==> src/hdl/aic_pkg.sv <==
// Constants for the activity indicator control block.
// Assumes a single 125 MHz clock and a 12-bit AXI4-Lite byte address.
package aic_pkg;
   // ==========================================================
   // Register map (byte addresses)
   localparam logic [11:0] REG_CTRL_ADDR   = 12'h080;
   localparam logic [11:0] REG_THRESH_ADDR = 12'h084;
   localparam logic [11:0] REG_BLINK_ADDR  = 12'h088;
   localparam logic [11:0] REG_STATUS_ADDR = 12'h08C;

   // ==========================================================
   // Control and status register fields
   localparam int CTRL_TEST_BIT = 31;
   localparam int CTRL_TYPE_BIT = 3;
   localparam int CTRL_POL_BIT  = 2;
   localparam int CTRL_SW_BIT   = 1;
   localparam int CTRL_EN_BIT   = 0;
   localparam int STAT_LAMP_BIT = 0;
   localparam int STAT_LOAD_BIT = 1;

   // ==========================================================
   // Reset values (no EEPROM image)
   localparam logic        RST_TEST         = 1'b0;
   localparam logic        RST_TYPE         = 1'b0;
   localparam logic        RST_POL          = 1'b0;
   localparam logic        RST_SW           = 1'b0;
   localparam logic        RST_EN           = 1'b1;
   localparam logic [15:0] THRESH_OFF       = 16'hFFFF;
   localparam logic [15:0] RST_FAST_BLINK   = 16'h0032;
   localparam logic [15:0] RST_SLOW_BLINK   = 16'h00FA;

   // ==========================================================
   // AXI responses
   localparam logic [1:0] RESP_OKAY   = 2'b00;
   localparam logic [1:0] RESP_SLVERR = 2'b10;

   // ==========================================================
   // Timebase
   localparam longint CLOCK_HZ        = 125_000_000;
   localparam int     TICK_MS_TIME    = 1;
   localparam int     TICK_US_TIME    = 1;
   localparam int     TICK_MS_CYCLES  = int'(CLOCK_HZ / 1000 * TICK_MS_TIME);
   localparam int     TICK_US_CYCLES  = int'(CLOCK_HZ / 1_000_000 * TICK_US_TIME);
   localparam int     TICK_CNT_W      = 17;

   typedef enum logic [1:0] {
      BL_OFF    = 2'b00,
      BL_STEADY = 2'b01,
      BL_FAST   = 2'b10,
      BL_SLOW   = 2'b11
   } blink_mode_e;
endpackage

==> src/hdl/aic_cfg_if.sv <==
// Configuration carried from the register bank to the blink engine.
// Assumes both ends run on the same clock.
interface aic_cfg_if;
   logic        enable;
   logic        swCtl;
   logic        tick;
   logic [15:0] trafficRate;
   logic [15:0] fastThr;
   logic [15:0] slowThr;
   logic [15:0] fastTime;
   logic [15:0] slowTime;
   logic        lampOn;

   modport regs (output enable, swCtl, tick, trafficRate, fastThr, slowThr,
                 output fastTime, slowTime, input lampOn);
   modport engine (input enable, swCtl, tick, trafficRate, fastThr, slowThr,
                   input fastTime, slowTime, output lampOn);
endinterface

==> src/hdl/aic_tick_gen.sv <==
// Blink timebase divider: one pulse per ms, or per us in test mode.
// Assumes testMode comes from logic on the same clock.
module aic_tick_gen #(
   parameter int unsigned MS_CYCLES = aic_pkg::TICK_MS_CYCLES
) (
   // Clock and reset
   input  wire logic clock,
   input  wire logic nrst,
   // Control
   input  wire logic testMode,
   // Timebase
   output logic      tick
);
   localparam int CW = aic_pkg::TICK_CNT_W;
   localparam logic [CW-1:0] MS_LAST = CW'(MS_CYCLES - 1);
   localparam logic [CW-1:0] US_LAST = CW'(aic_pkg::TICK_US_CYCLES - 1);

   logic [CW-1:0] count;
   logic          modeQ;
   logic [CW-1:0] last;

   assign last = testMode ? US_LAST : MS_LAST;

   // Restart on a mode change so the first tick is a full period
   always_ff @(posedge clock) begin
      if (!nrst) begin
         count <= '0;
         modeQ <= 1'b0;
         tick  <= 1'b0;
      end else begin
         modeQ <= testMode;
         if (modeQ != testMode || count >= last) begin
            count <= '0;
         end else begin
            count <= count + CW'(1);
         end
         tick <= (modeQ == testMode) && (count >= last);
      end
   end
endmodule

==> src/hdl/aic_blink_engine.sv <==
// Chooses steady, fast or slow blinking and toggles the lamp state.
// Assumes tick pulses come from the timebase divider on the same clock.
module aic_blink_engine (
   // Clock and reset
   input  wire logic clock,
   input  wire logic nrst,
   // Configuration and lamp state
   aic_cfg_if.engine cfg
);
   aic_pkg::blink_mode_e mode;
   logic [15:0]          period;
   logic [15:0]          count;
   logic                 lamp;
   logic                 fastHit;
   logic                 slowHit;

   assign fastHit = cfg.fastThr != aic_pkg::THRESH_OFF && cfg.trafficRate > cfg.fastThr;
   assign slowHit = cfg.slowThr != aic_pkg::THRESH_OFF && cfg.trafficRate > cfg.slowThr;
   assign cfg.lampOn = lamp;

   always_comb begin
      if (!cfg.enable) begin
         mode = aic_pkg::BL_OFF;
      end else if (cfg.swCtl) begin
         mode = aic_pkg::BL_SLOW;
      end else if (fastHit) begin
         mode = aic_pkg::BL_FAST;
      end else if (slowHit) begin
         mode = aic_pkg::BL_SLOW;
      end else if (cfg.fastThr == aic_pkg::THRESH_OFF && cfg.slowThr == aic_pkg::THRESH_OFF) begin
         mode = aic_pkg::BL_STEADY;
      end else begin
         mode = aic_pkg::BL_OFF;
      end
   end

   assign period = (mode == aic_pkg::BL_FAST) ? cfg.fastTime : cfg.slowTime;

   // Half period counted in ticks; a period of zero toggles on every tick
   always_ff @(posedge clock) begin
      if (!nrst) begin
         lamp  <= 1'b0;
         count <= '0;
      end else begin
         unique case (mode)
            aic_pkg::BL_OFF: begin
               lamp  <= 1'b0;
               count <= '0;
            end
            aic_pkg::BL_STEADY: begin
               lamp  <= 1'b1;
               count <= '0;
            end
            aic_pkg::BL_FAST, aic_pkg::BL_SLOW: begin
               if (cfg.tick) begin
                  if (count + 16'h0001 >= period) begin
                     count <= '0;
                     lamp  <= !lamp;
                  end else begin
                     count <= count + 16'h0001;
                  end
               end
            end
         endcase
      end
   end
endmodule

==> src/hdl/aic_indicator_top.sv <==
// Activity indicator register bank, AXI4-Lite slave and pin driver.
// Assumes bus, EEPROM load and reset pulses come from same-clock logic.
//
// Operation
// - Test bit 31 gives microsecond blink ticks
// - Bit 3 set push-pull, clear open-drain
// - Bit 2 set: high pin means active
// - Software control blinks at slow blink time
// - Indicator works only while enable set
// - Reset protection keeps type, polarity, enable
// - Driver type from EEPROM, else zero
// - Polarity from EEPROM, else zero
// - Enable from EEPROM, else one
// - Bus or lite reset restores image values
// - Fast threshold checked first, then slow
// - All-ones threshold disables; both gives steady
module aic_indicator_top #(
   parameter int unsigned MS_TICK_CYCLES = aic_pkg::TICK_MS_CYCLES
) (
   // Clock and reset
   input  wire logic        clock,
   input  wire logic        nrst,
   // AXI4-Lite write address
   input  wire logic [11:0] awaddr,
   input  wire logic        awvalid,
   output logic             awready,
   // AXI4-Lite write data
   input  wire logic [31:0] wdata,
   input  wire logic [3:0]  wstrb,
   input  wire logic        wvalid,
   output logic             wready,
   // AXI4-Lite write response
   output logic [1:0]       bresp,
   output logic             bvalid,
   input  wire logic        bready,
   // AXI4-Lite read address
   input  wire logic [11:0] araddr,
   input  wire logic        arvalid,
   output logic             arready,
   // AXI4-Lite read data
   output logic [31:0]      rdata,
   output logic [1:0]       rresp,
   output logic             rvalid,
   input  wire logic        rready,
   // Device resets and EEPROM image
   input  wire logic        busReset,
   input  wire logic        liteReset,
   input  wire logic        resetProtect,
   input  wire logic        eepromLoad,
   input  wire logic        eepromDriverTypeFlag,
   input  wire logic        eepromPolarityFlag,
   input  wire logic        eepromEnableFlag,
   // Traffic monitor
   input  wire logic [15:0] trafficRate,
   // Indicator pin
   output logic             lampOut,
   output logic             lampOe_n
);
   // ==========================================================
   // Address decode
   // Returns {hit, index}; shared by the read and write paths
   function automatic logic [2:0] decodeReg(input logic [11:0] a);
      logic [2:0] r;
      r = 3'h0;
      if (a[11:2] == aic_pkg::REG_CTRL_ADDR[11:2]) begin
         r = 3'h4;
      end else if (a[11:2] == aic_pkg::REG_THRESH_ADDR[11:2]) begin
         r = 3'h5;
      end else if (a[11:2] == aic_pkg::REG_BLINK_ADDR[11:2]) begin
         r = 3'h6;
      end else if (a[11:2] == aic_pkg::REG_STATUS_ADDR[11:2]) begin
         r = 3'h7;
      end
      return r;
   endfunction

   function automatic logic [31:0] merge(input logic [31:0] old, input logic [31:0] nw,
                                         input logic [3:0] strb);
      logic [31:0] r;
      r = old;
      for (int i = 0; i < 4; i++) begin
         if (strb[i]) begin
            r[i*8 +: 8] = nw[i*8 +: 8];
         end
      end
      return r;
   endfunction

   // ==========================================================
   // Storage
   logic        ctrlTest;
   logic        ctrlType;
   logic        ctrlPol;
   logic        ctrlSw;
   logic        ctrlEn;
   logic        imgType;
   logic        imgPol;
   logic        imgEn;
   logic        eepromLoaded;
   logic [31:0] thresh;
   logic [31:0] blinkTime;
   logic        awHeld;
   logic        wHeld;
   logic [11:0] awAddrQ;
   logic [31:0] wDataQ;
   logic [3:0]  wStrbQ;
   logic        doWrite;
   logic [2:0]  wSel;
   logic [2:0]  rSel;
   logic        anyReset;
   logic        tick;
   logic [31:0] ctrlWord;
   logic [31:0] next_ctrl;

   aic_cfg_if cfg ();

   assign anyReset = busReset || liteReset;
   assign doWrite  = awHeld && wHeld && !bvalid;
   assign wSel     = decodeReg(awAddrQ);
   assign rSel     = decodeReg(araddr);
   assign awready  = !awHeld;
   assign wready   = !wHeld;
   assign arready  = !rvalid;

   assign ctrlWord = {ctrlTest, 27'h0000000, ctrlType, ctrlPol, ctrlSw, ctrlEn};
   assign next_ctrl = merge(ctrlWord, wDataQ, wStrbQ);

   // ==========================================================
   // AXI4-Lite write channels; address and data in either order
   always_ff @(posedge clock) begin
      if (!nrst) begin
         awHeld  <= 1'b0;
         awAddrQ <= 12'h000;
      end else if (awvalid && awready) begin
         awHeld  <= 1'b1;
         awAddrQ <= awaddr;
      end else if (doWrite) begin
         awHeld  <= 1'b0;
      end
   end

   always_ff @(posedge clock) begin
      if (!nrst) begin
         wHeld  <= 1'b0;
         wDataQ <= 32'h00000000;
         wStrbQ <= 4'h0;
      end else if (wvalid && wready) begin
         wHeld  <= 1'b1;
         wDataQ <= wdata;
         wStrbQ <= wstrb;
      end else if (doWrite) begin
         wHeld  <= 1'b0;
      end
   end

   always_ff @(posedge clock) begin
      if (!nrst) begin
         bvalid <= 1'b0;
         bresp  <= aic_pkg::RESP_OKAY;
      end else if (doWrite) begin
         bvalid <= 1'b1;
         bresp  <= wSel[2] ? aic_pkg::RESP_OKAY : aic_pkg::RESP_SLVERR;
      end else if (bready) begin
         bvalid <= 1'b0;
      end
   end

   // ==========================================================
   // Control register; EEPROM load beats reset restore beats software
   always_ff @(posedge clock) begin
      if (!nrst) begin
         ctrlTest <= aic_pkg::RST_TEST;
         ctrlType <= aic_pkg::RST_TYPE;
         ctrlPol  <= aic_pkg::RST_POL;
         ctrlSw   <= aic_pkg::RST_SW;
         ctrlEn   <= aic_pkg::RST_EN;
      end else if (eepromLoad) begin
         ctrlType <= eepromDriverTypeFlag;
         ctrlPol  <= eepromPolarityFlag;
         ctrlEn   <= eepromEnableFlag;
      end else if (anyReset) begin
         ctrlTest <= aic_pkg::RST_TEST;
         ctrlSw   <= aic_pkg::RST_SW;
         if (!resetProtect) begin
            ctrlType <= imgType;
            ctrlPol  <= imgPol;
            ctrlEn   <= imgEn;
         end
      end else if (doWrite && wSel == 3'h4) begin
         ctrlTest <= next_ctrl[aic_pkg::CTRL_TEST_BIT];
         ctrlType <= next_ctrl[aic_pkg::CTRL_TYPE_BIT];
         ctrlPol  <= next_ctrl[aic_pkg::CTRL_POL_BIT];
         ctrlSw   <= next_ctrl[aic_pkg::CTRL_SW_BIT];
         ctrlEn   <= next_ctrl[aic_pkg::CTRL_EN_BIT];
      end
   end

   // Last loaded image, used for restore after bus or lite reset
   always_ff @(posedge clock) begin
      if (!nrst) begin
         imgType      <= aic_pkg::RST_TYPE;
         imgPol       <= aic_pkg::RST_POL;
         imgEn        <= aic_pkg::RST_EN;
         eepromLoaded <= 1'b0;
      end else if (eepromLoad) begin
         imgType      <= eepromDriverTypeFlag;
         imgPol       <= eepromPolarityFlag;
         imgEn        <= eepromEnableFlag;
         eepromLoaded <= 1'b1;
      end
   end

   // Thresholds are not preserved across any reset
   always_ff @(posedge clock) begin
      if (!nrst || anyReset) begin
         thresh <= {aic_pkg::THRESH_OFF, aic_pkg::THRESH_OFF};
      end else if (doWrite && wSel == 3'h5) begin
         thresh <= merge(thresh, wDataQ, wStrbQ);
      end
   end

   always_ff @(posedge clock) begin
      if (!nrst) begin
         blinkTime <= {aic_pkg::RST_FAST_BLINK, aic_pkg::RST_SLOW_BLINK};
      end else if (doWrite && wSel == 3'h6) begin
         blinkTime <= merge(blinkTime, wDataQ, wStrbQ);
      end
   end

   // ==========================================================
   // AXI4-Lite read channel
   always_ff @(posedge clock) begin
      if (!nrst) begin
         rvalid <= 1'b0;
         rdata  <= 32'h00000000;
         rresp  <= aic_pkg::RESP_OKAY;
      end else if (arvalid && arready) begin
         rvalid <= 1'b1;
         rresp  <= rSel[2] ? aic_pkg::RESP_OKAY : aic_pkg::RESP_SLVERR;
         unique case (rSel)
            3'h4:    rdata <= ctrlWord;
            3'h5:    rdata <= thresh;
            3'h6:    rdata <= blinkTime;
            3'h7:    rdata <= {trafficRate, 14'h0000, eepromLoaded, cfg.lampOn};
            default: rdata <= 32'h00000000;
         endcase
      end else if (rready) begin
         rvalid <= 1'b0;
      end
   end

   // ==========================================================
   // Timebase and blink engine
   assign cfg.enable      = ctrlEn;
   assign cfg.swCtl       = ctrlSw;
   assign cfg.tick        = tick;
   assign cfg.trafficRate = trafficRate;
   assign cfg.fastThr     = thresh[31:16];
   assign cfg.slowThr     = thresh[15:0];
   assign cfg.fastTime    = blinkTime[31:16];
   assign cfg.slowTime    = blinkTime[15:0];

   aic_tick_gen #(
      .MS_CYCLES (MS_TICK_CYCLES)
   ) u_tick (
      .clock    (clock),
      .nrst     (nrst),
      .testMode (ctrlTest),
      .tick     (tick)
   );

   aic_blink_engine u_blink (
      .clock (clock),
      .nrst  (nrst),
      .cfg   (cfg)
   );

   // ==========================================================
   // Pin driver; released while disabled so a GPIO can take the pin
   always_ff @(posedge clock) begin
      if (!nrst) begin
         lampOut  <= 1'b0;
         lampOe_n <= 1'b1;
      end else if (!ctrlEn) begin
         lampOut  <= 1'b0;
         lampOe_n <= 1'b1;
      end else if (ctrlType) begin
         lampOut  <= ctrlPol ~^ cfg.lampOn;
         lampOe_n <= 1'b0;
      end else begin
         lampOut  <= 1'b0;
         lampOe_n <= ctrlPol ~^ cfg.lampOn;
      end
   end
endmodule

==> config.mk <==
export PLATFORM = sky130hd
export DESIGN_NAME = aic_indicator_top
export DESIGN_NICKNAME = d
export VERILOG_FILES = /design/src/hdl/aic_pkg.sv /design/src/hdl/aic_cfg_if.sv /design/src/hdl/aic_tick_gen.sv /design/src/hdl/aic_blink_engine.sv /design/src/hdl/aic_indicator_top.sv
export SDC_FILE = /design/constraint.sdc
export NUM_CORES = 1
export LEC_CHECK = 0
export BUFFER_PORTS_ARGS = -buffer_cell sky130_fd_sc_hd__buf_2
export CORE_MARGIN = 1
export CORE_UTILIZATION = 26
export CTS_BUF_LIST = sky130_fd_sc_hd__clkbuf_4
export CTS_CLUSTER_SIZE = 12
export DETAILED_ROUTE_END_ITERATION = 10
export GPL_TIMING_DRIVEN = 0
export PLACE_DENSITY = 0.55
export SLEW_MARGIN = 20
export SYNTH_ARGS = -nofsm -noshare
export SYNTH_HDL_FRONTEND = slang
export SYNTH_SLANG_ARGS = --single-unit
==> constraint.sdc <==
create_clock -name clock -period 4.31 [get_ports clock]
set_input_delay 0.862 -clock clock [delete_from_list [all_inputs] [get_ports clock]]
set_output_delay 0.862 -clock clock [all_outputs]
set_load 0.05 [all_outputs]
## Yosys cells after proc, flatten, opt, wreduce, memory -nomap -nowiden

Index checks and enable logic that the tools add are counted.

- Register bits: 199
- Input bits: 90
- Output and inout port bits: 43
- Logic and storage cells: 168

- Add/subtract/negate cells: 2
- Magnitude comparators: 4
- Equality and inequality tests: 27
- Mux-type cells: 50
- Bitwise logic cells: 3
- Reduce and logical (&&, ||, !) cells: 48

Operators by type and width:

| operator | count |
|---|---|
| $pmux 32 s4 | 1 |
| $eq 10x6->1 const B | 8 |
| $mux 16 | 3 |
| $eq 16x16->1 const B | 2 |
| $gt 16x16->1 | 2 |
| $ne 16x16->1 const B | 2 |
| $pmux 16 s2 | 1 |
| $mux 1 | 27 |
| $mux 3 | 8 |
| $eq 3x3->1 const B | 7 |
| $reduce_and 2->1 | 10 |
| $add 17x1->17 const B | 1 |
| $ge 17x17->1 | 1 |
| $mux 17 | 1 |
| $add 16x1->16 const B | 1 |
| $ge 16x16->1 | 1 |
| $reduce_bool 2->1 | 7 |
| $logic_and 1x1->1 | 12 |
| $mux 2 | 6 |
| $reduce_and 3->1 | 4 |
| $mux 8 | 1 |
| $logic_not 1->1 | 6 |
| $reduce_bool 3->1 | 2 |
| $reduce_or 2->1 | 3 |
| other kinds (13) | 17 |

## Depth between registers and ports, before layout

Gate-level depths: netlist of the first run.

- Word-level depth: 13
- Depth in mapped cells: 20

## By module

From an unflattened synthesis of the first run, not the netlist that was laid out.

- Cells, all modules: 1127
- Area total of the unflattened synthesis: 9924.5 µm²

By module, submodules not included:

| module | times used | cells each | area an instance (µm²) | sequential area each (µm²) |
|---|---|---|---|---|
| aic_indicator_top | 1 | 697 | 6397.4 | 3183.1 |
| aic_blink_engine | 1 | 306 | 2459.9 | 340.3 |
| aic_tick_gen | 1 | 124 | 1067.3 | 380.4 |

## Worst setup path after synthesis of the first run

Ideal clock, no wire load.

- Path type: input-to-reg
- Start: input trafficRate[15]
- End: register u_blink.count[12]
- Setup time: 0.064 ns
- Arrival: 4.491 ns
- Setup slack: -0.245 ns
- Cell stages on the path: 19
- Cells stage by stage: ha_1 nand4_2 nor4_2 a21bo_2 a41oi_2 and3b_1 buf_2 buf_4 mux2i_1 ha_1 o211ai_1 a21oi_1 o41ai_1 a21oi_1 o21ai_0 or3b_1 buf_6 buf_8 nor2_1

- Longest elaborated chain between the ends: 12
- Elaborated cells on any way between the ends: 20

Ends and longest elaborated chain:

| element | line | text |
|---|---|---|
| start, declared | aic_indicator_top.sv:54 | `input wire logic [15:0] trafficRate,` |
| $gt 16x16->1 | aic_blink_engine.sv:18 | `assign slowHit = cfg.slowThr != aic_pkg::THRESH_OFF && cfg.trafficRate > cfg.slowThr;` |
| $logic_and 1x1->1 | aic_blink_engine.sv:18 |  |
| $mux 2 | aic_blink_engine.sv:28 | `end else if (slowHit) begin` |
| $mux 2 * | aic_blink_engine.sv:26 | `end else if (fastHit) begin` |
| $mux 2 * | aic_blink_engine.sv:24 | `end else if (cfg.swCtl) begin` |
| $mux 2 * | aic_blink_engine.sv:22 | `if (!cfg.enable) begin` |
| $eq 2x2->1 | aic_blink_engine.sv:37, aic_blink_engine.sv:45 |  |
| $mux 16 | aic_blink_engine.sv:37 | `assign period = (mode == aic_pkg::BL_FAST) ? cfg.fastTime : cfg.slowTime;` |
| $ge 16x16->1 | aic_blink_engine.sv:56 | `if (count + 16'h0001 >= period) begin` |
| $mux 16 | aic_blink_engine.sv:56 |  |
| $mux 16 | aic_blink_engine.sv:55 | `if (cfg.tick) begin` |
| $pmux 16 s2 | aic_blink_engine.sv:45 | `unique case (mode)` |
| end signal, assigned | aic_blink_engine.sv:60 | `count <= count + 16'h0001;` |
| end, declared | aic_blink_engine.sv:12 | `logic [15:0] count;` |

Every way passes the cells marked *; elsewhere a longest branch is shown, timed or not. The select of a mux whose other input is x is not followed.
A chain may end at the register's enable or synchronous reset.

## Worst setup path in the final report of the first run

- Start: register thresh[20]
- End: register u_blink.count[10]

- Longest elaborated chain between the ends: 13
- Elaborated cells on any way between the ends: 22

Ends and longest elaborated chain:

| element | line | text |
|---|---|---|
| start, declared | aic_indicator_top.sv:100 | `logic [31:0] thresh;` |
| start signal, assigned | aic_indicator_top.sv:216 | `thresh <= {aic_pkg::THRESH_OFF, aic_pkg::THRESH_OFF};` |
| start signal, assigned | aic_indicator_top.sv:218 | `thresh <= merge(thresh, wDataQ, wStrbQ);` |
| branches (longest 4 deep; another with $gt 16x16->1) | -- |  |
| $mux 2 * | aic_blink_engine.sv:26 |  |
| $mux 2 * | aic_blink_engine.sv:24 |  |
| $mux 2 * | aic_blink_engine.sv:22 |  |
| $eq 2x2->1 | aic_blink_engine.sv:37, aic_blink_engine.sv:45 |  |
| $mux 16 | aic_blink_engine.sv:37 |  |
| $ge 16x16->1 | aic_blink_engine.sv:56 |  |
| $mux 16 | aic_blink_engine.sv:56 |  |
| $mux 16 | aic_blink_engine.sv:55 |  |
| $pmux 16 s2 | aic_blink_engine.sv:45 |  |

Mark *: on every way between the ends. The select of a mux whose other input is x is not followed.

==> run summary, run 1 <==
The path type of the worst min-delay path is input pin to flop. The final layout contains 1480 nets. For this run, design rule violations remaining after detail routing come to 0.

For this block, the initial DRC count from the detailed router was 727. From synthesis to final layout, the design area changed by 19.6%. The setup check on the worst reg-to-reg path leaves a slack of 0.1 ns. The initial antenna violation count is 4, and the worst clock skew is 0.0306 ns. The detailed router placed 8785 vias in this run. The async set or reset register ratio after synthesis came out at 0. At the end of routability-driven placement, the weighted congestion stood at 0.924. The core region is 0.0369 mm^2. After the flow finishes, the layout carries non-filler instances totaling 1851. Family of cells with the greatest summed delay on the critical path: compound AO/OA/AOI/OAI gates. The logs give 4.87 ns for the data required time at the worst endpoint and 0.0111 mm^2 for the cell area reported after detailed placement. The capturing point of the worst reg2reg path is u_blink.count[10]$_SDFFE_PN0P_.

The synthesized design contains 0 enable-type register cells. The gate count of the mapped netlist is 1171, and the cell area after synthesis is 0.00980 mm^2. The run gives 1802 as the total placed cells including tap cells.

In this run the core area contains 70 standard-cell rows. Clock root buffer master: clkbuf_4. Overall power after layout: 3.20 mW.

The post-route antenna net violation count is 0, and the post-route worst setup slack is 0.0958 ns. The finished cells cover 0.0117 mm^2. The most common cell in the netlist is nand2_1. In this run the horizontal extent of the chip is 196 um. The tools report the wire length on met2 as 12800 um. Counting instances, the worst hold path has a depth of 3. The run gives 0 as the final setup violation count. For this design, the sink count on the clock tree is 195. The mean cell area of the mapped netlist works out to 8.37 um^2. For hold timing, the worst endpoint is wDataQ[22]$_SDFFE_PN0P_.

The tools report the proportion of synthesized chip area in sequential cells as 0.398. The worst flop-to-flop path startpoint was thresh[20]$_SDFFE_PP1P_. For the pin with the worst max-slew slack, the measured transition is 1.03 ns. The kind of critical path is flop to flop. The fill cell instance count of the final layout was 3984; the post-DP HPWL was 25400 um.

Synthesis instantiated 57 different standard cells from the library. The run gives 133 as the top-level I/O count. Worst slew margin relative to its limit: 0.309. The tools report the kind of end point of the critical path as a flop. The final layout contains routed wiring with a total length of 31700 um.

The post-route clock period utilization is 0.978. The total global-route track usage was 0.165. Counting both buffers and inverters, the worst setup path holds a total of 4.

Based on the critical path, the design can be clocked at up to 0.237 GHz. The number of CTS-inserted buffers was 17; the number of maximum-capacitance constraint violations was 0. The final global-route overflow total was 0. In this design, the critical path's most frequently occurring cell is buf_6. Wire segments on met3 add up to 2220 um in the final route. The highest metal layer with signal wires was met5. The run gives 0.62 ns as the clock latency on the worst-skew pair. For this run, the number of Yosys warnings is 0. For this run, the slowest stage of the critical path takes 0.39 ns. In the synthesized netlist the dominant register cell turns out to be dfxtp_1. The global-route wire length before repair was 47800 um; the final design utilization was 0.318. The total negative slack for setup checks was 0 ns; the CTS clock-pin slew for the worst setup and hold paths was 0.18 ns.

Dividing the detail-routed wire length by the instance count gives 17.1 um. The register bit count reported by yosys is 195, and the count of final hold-check violations is 0. Timing startpoint of the critical path: thresh[20]$_SDFFE_PP1P_. The maximum vdd drop was 0.000140 V.

The per-cell via count in the routed design works out to 4.75. The standard cell with the maximum stage delay on the critical path was dfxtp_1. The die is 196 um tall. The effective utilization at floorplan was 0.266; the detailed-routing iteration count for the pre-antenna-repair pass was 6. Ranked by total cell area, the synthesized netlist is headed by dfxtp_1 40%, nand2_1 10%, ha_1 7.7%, a21boi_0 5.7%, o211ai_1 2.7%. The worst path in the final design needs a cycle of 4.21 ns, including I/O delays and setup. The tools report the startpoint type of the worst setup path as a flop. At the worst endpoint, the arrival time is 4.77 ns. The run finished with clean final reports.

TritonCTS built the clock tree. Entering global routing, the biggest net connects 18 pins. The pre-CTS setup slack came out at -0.760 ns. The startpoint identified for the worst hold timing path is wdata[22].

Counting cells, the worst reg-to-reg path comes to 18. The H-tree was split into 4 levels. The signal on the critical path passes through inv_1, ha_1, nand4_1, nor4_4, a21bo_2, a41oi_2, and3b_1, buf_6, mux2i_4, ha_4, a22o_4, o41ai_4, a21oi_2, o21ai_1, or3b_1, buf_6, buf_8, nor2_1. For this design, the CTS-stage hold fixing added 0 buffers. Final hold analysis gives a worst-case slack of 0.459 ns. For the post-route met1 wirelength, the log shows 15900 um. Along the worst path, the maximum fanout reaches 10. After synthesis, the most frequently instantiated cells are 268 x nand2_1, 195 x dfxtp_1, 75 x a21boi_0. Via count of the first global-routing pass: 8184. For this design the ratio of total power to cell area is 273 mW/mm^2. For this design the static power due to leakage is 4.82 nW. The run gives 0.0385 mm^2 as the overall die area. For the number of max-slew violations in the final report, the log shows 0. The area share of the leading cell type in the synthesized netlist is 0.398. During placement, the flow inserted port buffers numbering 126. The share of post-route cells with drive strength above 1 came out at 0.176. The clock passes through at most 2 buffers. The largest area contributor in the netlist is dfxtp_1.
area by class of cell:
cell class              count  area (um^2)  share of cell area
multi-input cells         870         5690               0.486
plain buffers              64          297              0.0253
well taps                 504          631              0.0538
inverters                  43          161              0.0138
flip-flops and latches    195         3920               0.334
clock buffers              18          135              0.0115
diodes                      4         10.0            0.000854
repair buffers            139          746              0.0636
clock inverters            14          130              0.0111
registers in the layout, summed over array words and instances (netlist names), 4 cells and up:
register,flops
u_tick.count,17
wStrbQ,4
wDataQ,32
u_blink.count,16
thresh,32
blinkTime,32
rdata,32
awAddrQ,10
power breakdown:
part           internal (mW)  total, mW  switching (mW)
Clock                  0.300      0.983           0.683
Sequential              1.84       1.89          0.0454
Combinational          0.119      0.324           0.206
Total                   2.26       3.20           0.934
cells by family (layout without fill, tap and decap cells):
family,after synthesis,count (layout),share of synthesized area
fa+ha+maj,60,60,0.0766
mux,41,41,0.0477
other cells,1,6,0.000383
flops,195,195,0.398
simple gates,487,487,0.226
xor+xnor,46,46,0.0411
buf+inv,107,278,0.0448
compound gates,234,234,0.165
worst reg2reg max path: cells and delay by family (launching register included):
| family | cells | cell delay (ns) |
|---|---|---|
| adders and majority gates | 2 | 0.51 |
| buffers and inverters | 4 | 0.53 |
| AOI/OAI and AO/OA | 6 | 1.38 |
| DFF | 1 | 0.39 |
| muxes | 1 | 0.30 |
| and+or+nand+nor | 5 | 1.07 |
timing repair:
item,4_1_cts,5_1_grt
buffers inserted,2,10
hold endpoints to repair,0,0
endpoints found under the setup margin,16,16
gates cloned,0,1
pin swaps,3,9
gates resized for setup,9,34
layout by cell type (no fill, tap or decap), drive strengths merged, types with 22 or more instances in the layout:
cell type / n
nand2: 268
dfxtp: 195
buf: 151
a21boi: 75
clkbuf: 70
ha: 60
nor2: 49
inv: 47
o21ai: 43
and2: 40
nand3: 37
o211ai: 35
a21oi: 28
a22oi: 27
xor2: 23
xnor2: 23
nand4: 23
nor3: 22
mux2i: 22
worst max path at each step:
stage / to / slack (ns) / cells past startpoint
detailed placement: u_blink.count[12]$_SDFFE_PN0P_ / -0.76 / 20
CTS: u_blink.count[6]$_SDFFE_PN0P_ / 0.02 / 20
finish: u_blink.count[10]$_SDFFE_PN0P_ / 0.1 / 18
global route: u_blink.count[13]$_SDFFE_PN0P_ / -0.02 / 18
floorplan: u_blink.count[12]$_SDFFE_PN0P_ / 0.03 / 19
global placement: u_blink.count[11]$_SDFFE_PN0P_ / -0.67 / 20
per-layer routing:
layer,track usage,up-vias
met1,0.242,4085
met5,0,-
met2,0.238,296
met4,0.0524,2
met3,0.0351,48
li1,-,4354
No activity file was read; power rests on OpenSTA's default activity.
==> run 2, diff against run 1 <==
--- a/config.mk
+++ b/config.mk
@@ -13,6 +13,7 @@
 export DETAILED_ROUTE_END_ITERATION = 10
 export GPL_TIMING_DRIVEN = 0
 export PLACE_DENSITY = 0.55
+export RECOVER_POWER = 25
 export SLEW_MARGIN = 20
 export SYNTH_ARGS = -nofsm -noshare
 export SYNTH_HDL_FRONTEND = slang
==> run summary, run 2 (synthesis results as in run 1) <==
The sequential group share of total power was 0.591; the maximum vdd drop was 0.000140 V. The flow ran to the end, and the final reports show no timing, DRC or antenna violations. In this run the deepest clock path goes through 2 buffers. The via count of the first global-routing pass was 8184; the overall die area was 0.0385 mm^2. Minimum period implied by the final worst setup slack: 4.22 ns. Between clock sinks in the finished design, the worst skew comes to 0.0337 ns. Number of max-slew violations in the final report: 0. For the combinational share of power, the log shows 0.101. For this run the aggregate overflow at the end of global routing stands at 0.

The total global-route track usage is 0.165, and the cell-internal power is 2.26 mW. The delay of the slowest cell on the worst path works out to 0.39 ns. During placement, the flow inserted port buffers numbering 126. The share of post-route cells with drive strength above 1 came out at 0.175. The critical hold path startpoint is wdata[22]. The arrival time of data at the critical path endpoint was 4.77 ns; the die height was 196 um. The post-route antenna net violation count came out at 0. For the power share of the clock group, the log shows 0.307.

The worst hold margin was 0.456 ns; the via total after detailed routing was 8788. Broken down by cell family, the worst path's largest delay share belongs to compound AO/OA/AOI/OAI gates. The switching portion of total power is 0.292, and the top-level I/O count is 133. The floorplan step set the die width to 196 um.

Setup violations remaining at the end of the flow were counted as 0. TritonCTS built the clock tree. CTS saw 195 sinks. The worst slew margin relative to its limit is 0.308, and the pre-CTS setup slack is -0.760 ns. The run gives 18 as the pin count of the biggest net entering global routing. Most used cell along the critical path: buf_6. The net count of the finished layout came out at 1480. The reported net switching power is 0.933 mW, and the buffers plus inverters on the worst setup path is 4. The first global-routing pass estimated 47800 um of wire. Wires add up to 31700 um. The area growth from synthesis to layout is 19.5%.

STA puts the critical path data required time at 4.87 ns. After clock tree synthesis, the clock-pin slew on the worst setup and hold paths is 0.18 ns. Hold repair after CTS inserted 0 buffers. Total power for the finished layout comes to 3.19 mW. For the initial antenna violation count, the log shows 4. The wire-length estimate of the detail-placed layout is 25400 um. In the final timing run, aggregate negative setup slack is 0 ns.

The maximum fanout along the worst path was 10; the count of H-tree levels built during CTS was 4. The standard cell with the maximum stage delay on the critical path was dfxtp_1. The later pin in the worst-skew pair is clocked with a latency of 0.63 ns. The effective utilization at floorplan was 0.266; the routability congestion estimate was 0.924. The count of final hold-check violations is 0. For the number of CTS-inserted buffers, the log shows 17. The floorplan step defined a core boundary enclosing 0.0369 mm^2.

The commonest non-fill, non-tap cell in the layout is nand2_1. Dividing total power by cell area gives a power density of 273 mW/mm^2. Post-route clock period utilization: 0.978.

In the routed design, unresolved DRC markers number 0. Once routing completed, OpenROAD measured the worst setup slack at 0.0928 ns. The initial detailed-routing violation count came out at 720. The maximum achievable frequency was 0.237 GHz. For this run, the detailed router's first-pass iteration total came to 6.

Summed over all cells, the static leakage comes to 4.82 nW. The critical path goes through inv_1, ha_1, nand4_1, nor4_4, a21bo_2, a41oi_2, and3b_1, buf_6, mux2i_4, ha_4, a22o_4, o41ai_4, a21oi_2, o21ai_1, or3b_1, buf_6, buf_8, nor2_1. The worst setup path is of the flop to flop kind.

For the number of maximum-capacitance constraint violations, the log shows 0. The kind of end point of the critical path is a flop. Dividing the detail-routed wire length by the instance count gives 17.1 um. In this run the worst hold path is classified as input pin to flop.

The tree is rooted in a clkbuf_4. The startpoint type of the worst setup path is a flop. Tracing the worst setup path back leads to its startpoint at thresh[20]$_SDFFE_PP1P_. The slew at the pin with the worst max-slew slack works out to 1.04 ns.

Worst flop-to-flop path startpoint: thresh[20]$_SDFFE_PP1P_. The per-cell via count in the routed design works out to 4.75. Leaving out fill and tap cells, the most frequent cells in the layout are 266 x nand2_1, 185 x dfxtp_1, 130 x buf_2, 75 x a21boi_0, 54 x ha_1. The total number of placement rows was 70.
run 2: final timing paths:
check,end,slack (ns),cells after the start
max,u_blink.count[6]$_SDFFE_PN0P_,0.09,18
max reg2reg,u_blink.count[6]$_SDFFE_PN0P_,0.09,18
min,wDataQ[22]$_SDFFE_PN0P_,0.46,3
min reg2reg,awAddrQ[7]$_SDFFE_PN0P_,0.47,2
run 2: worst min-delay path, stage by stage:
cell and delay, ns:
buf_2 0.10, nand2_1 0.04, a21boi_0 0.06
run 2: metrics by stage:
| stage | instances | cell area (um^2) | util |
|---|---|---|---|
| 2_1_floorplan | 1172 | 9830 | - |
| 6_report | 1851 | 11700 | 0.318 |
| 3_5_place_dp | 1802 | 11100 | 0.301 |
| 3_3_place_gp | 1802 | 11100 | 0.301 |
| 4_1_cts | 1836 | 11400 | 0.309 |
| 5_1_grt | 1849 | 11700 | 0.318 |
run 2: what timing repair did:
item,CTS,global route
cloned,0,1
resized for setup,9,34
buffers inserted,2,10
endpoints found under the setup margin,16,16
pin swaps,3,9
run 2: cell type report:
cell class              instances  area, um^2
inverters                      43         161
flip-flops and latches        195        3920
repair buffers                139         744
fillers                      3984       25200
well taps                     504         631
plain buffers                  64         297
clock inverters                14         130
clock buffers                  18         135
diodes                          4        10.0
multi-input cells             870        5690
run 2: power by group through the flow:
stage	registers [mW]	clock network (mW)	logic, mW
after floorplan	1.92	0	0.176
after global placement	1.92	0	0.317
after detailed placement	1.93	0	0.320
after CTS	1.89	1.01	0.321
after global routing	1.89	1.09	0.359
final	1.89	0.982	0.324
run 2: routing by layer:
metal / vias up / share of wire / global-route usage / wire length [um]
met5: - / 0.00041 / 0 / 13
met4: 2 / 0.023 / 0.0524 / 722
met3: 41 / 0.067 / 0.0351 / 2130
met2: 292 / 0.41 / 0.238 / 12900
met1: 4097 / 0.50 / 0.242 / 16000
li1: 4356 / - / - / -
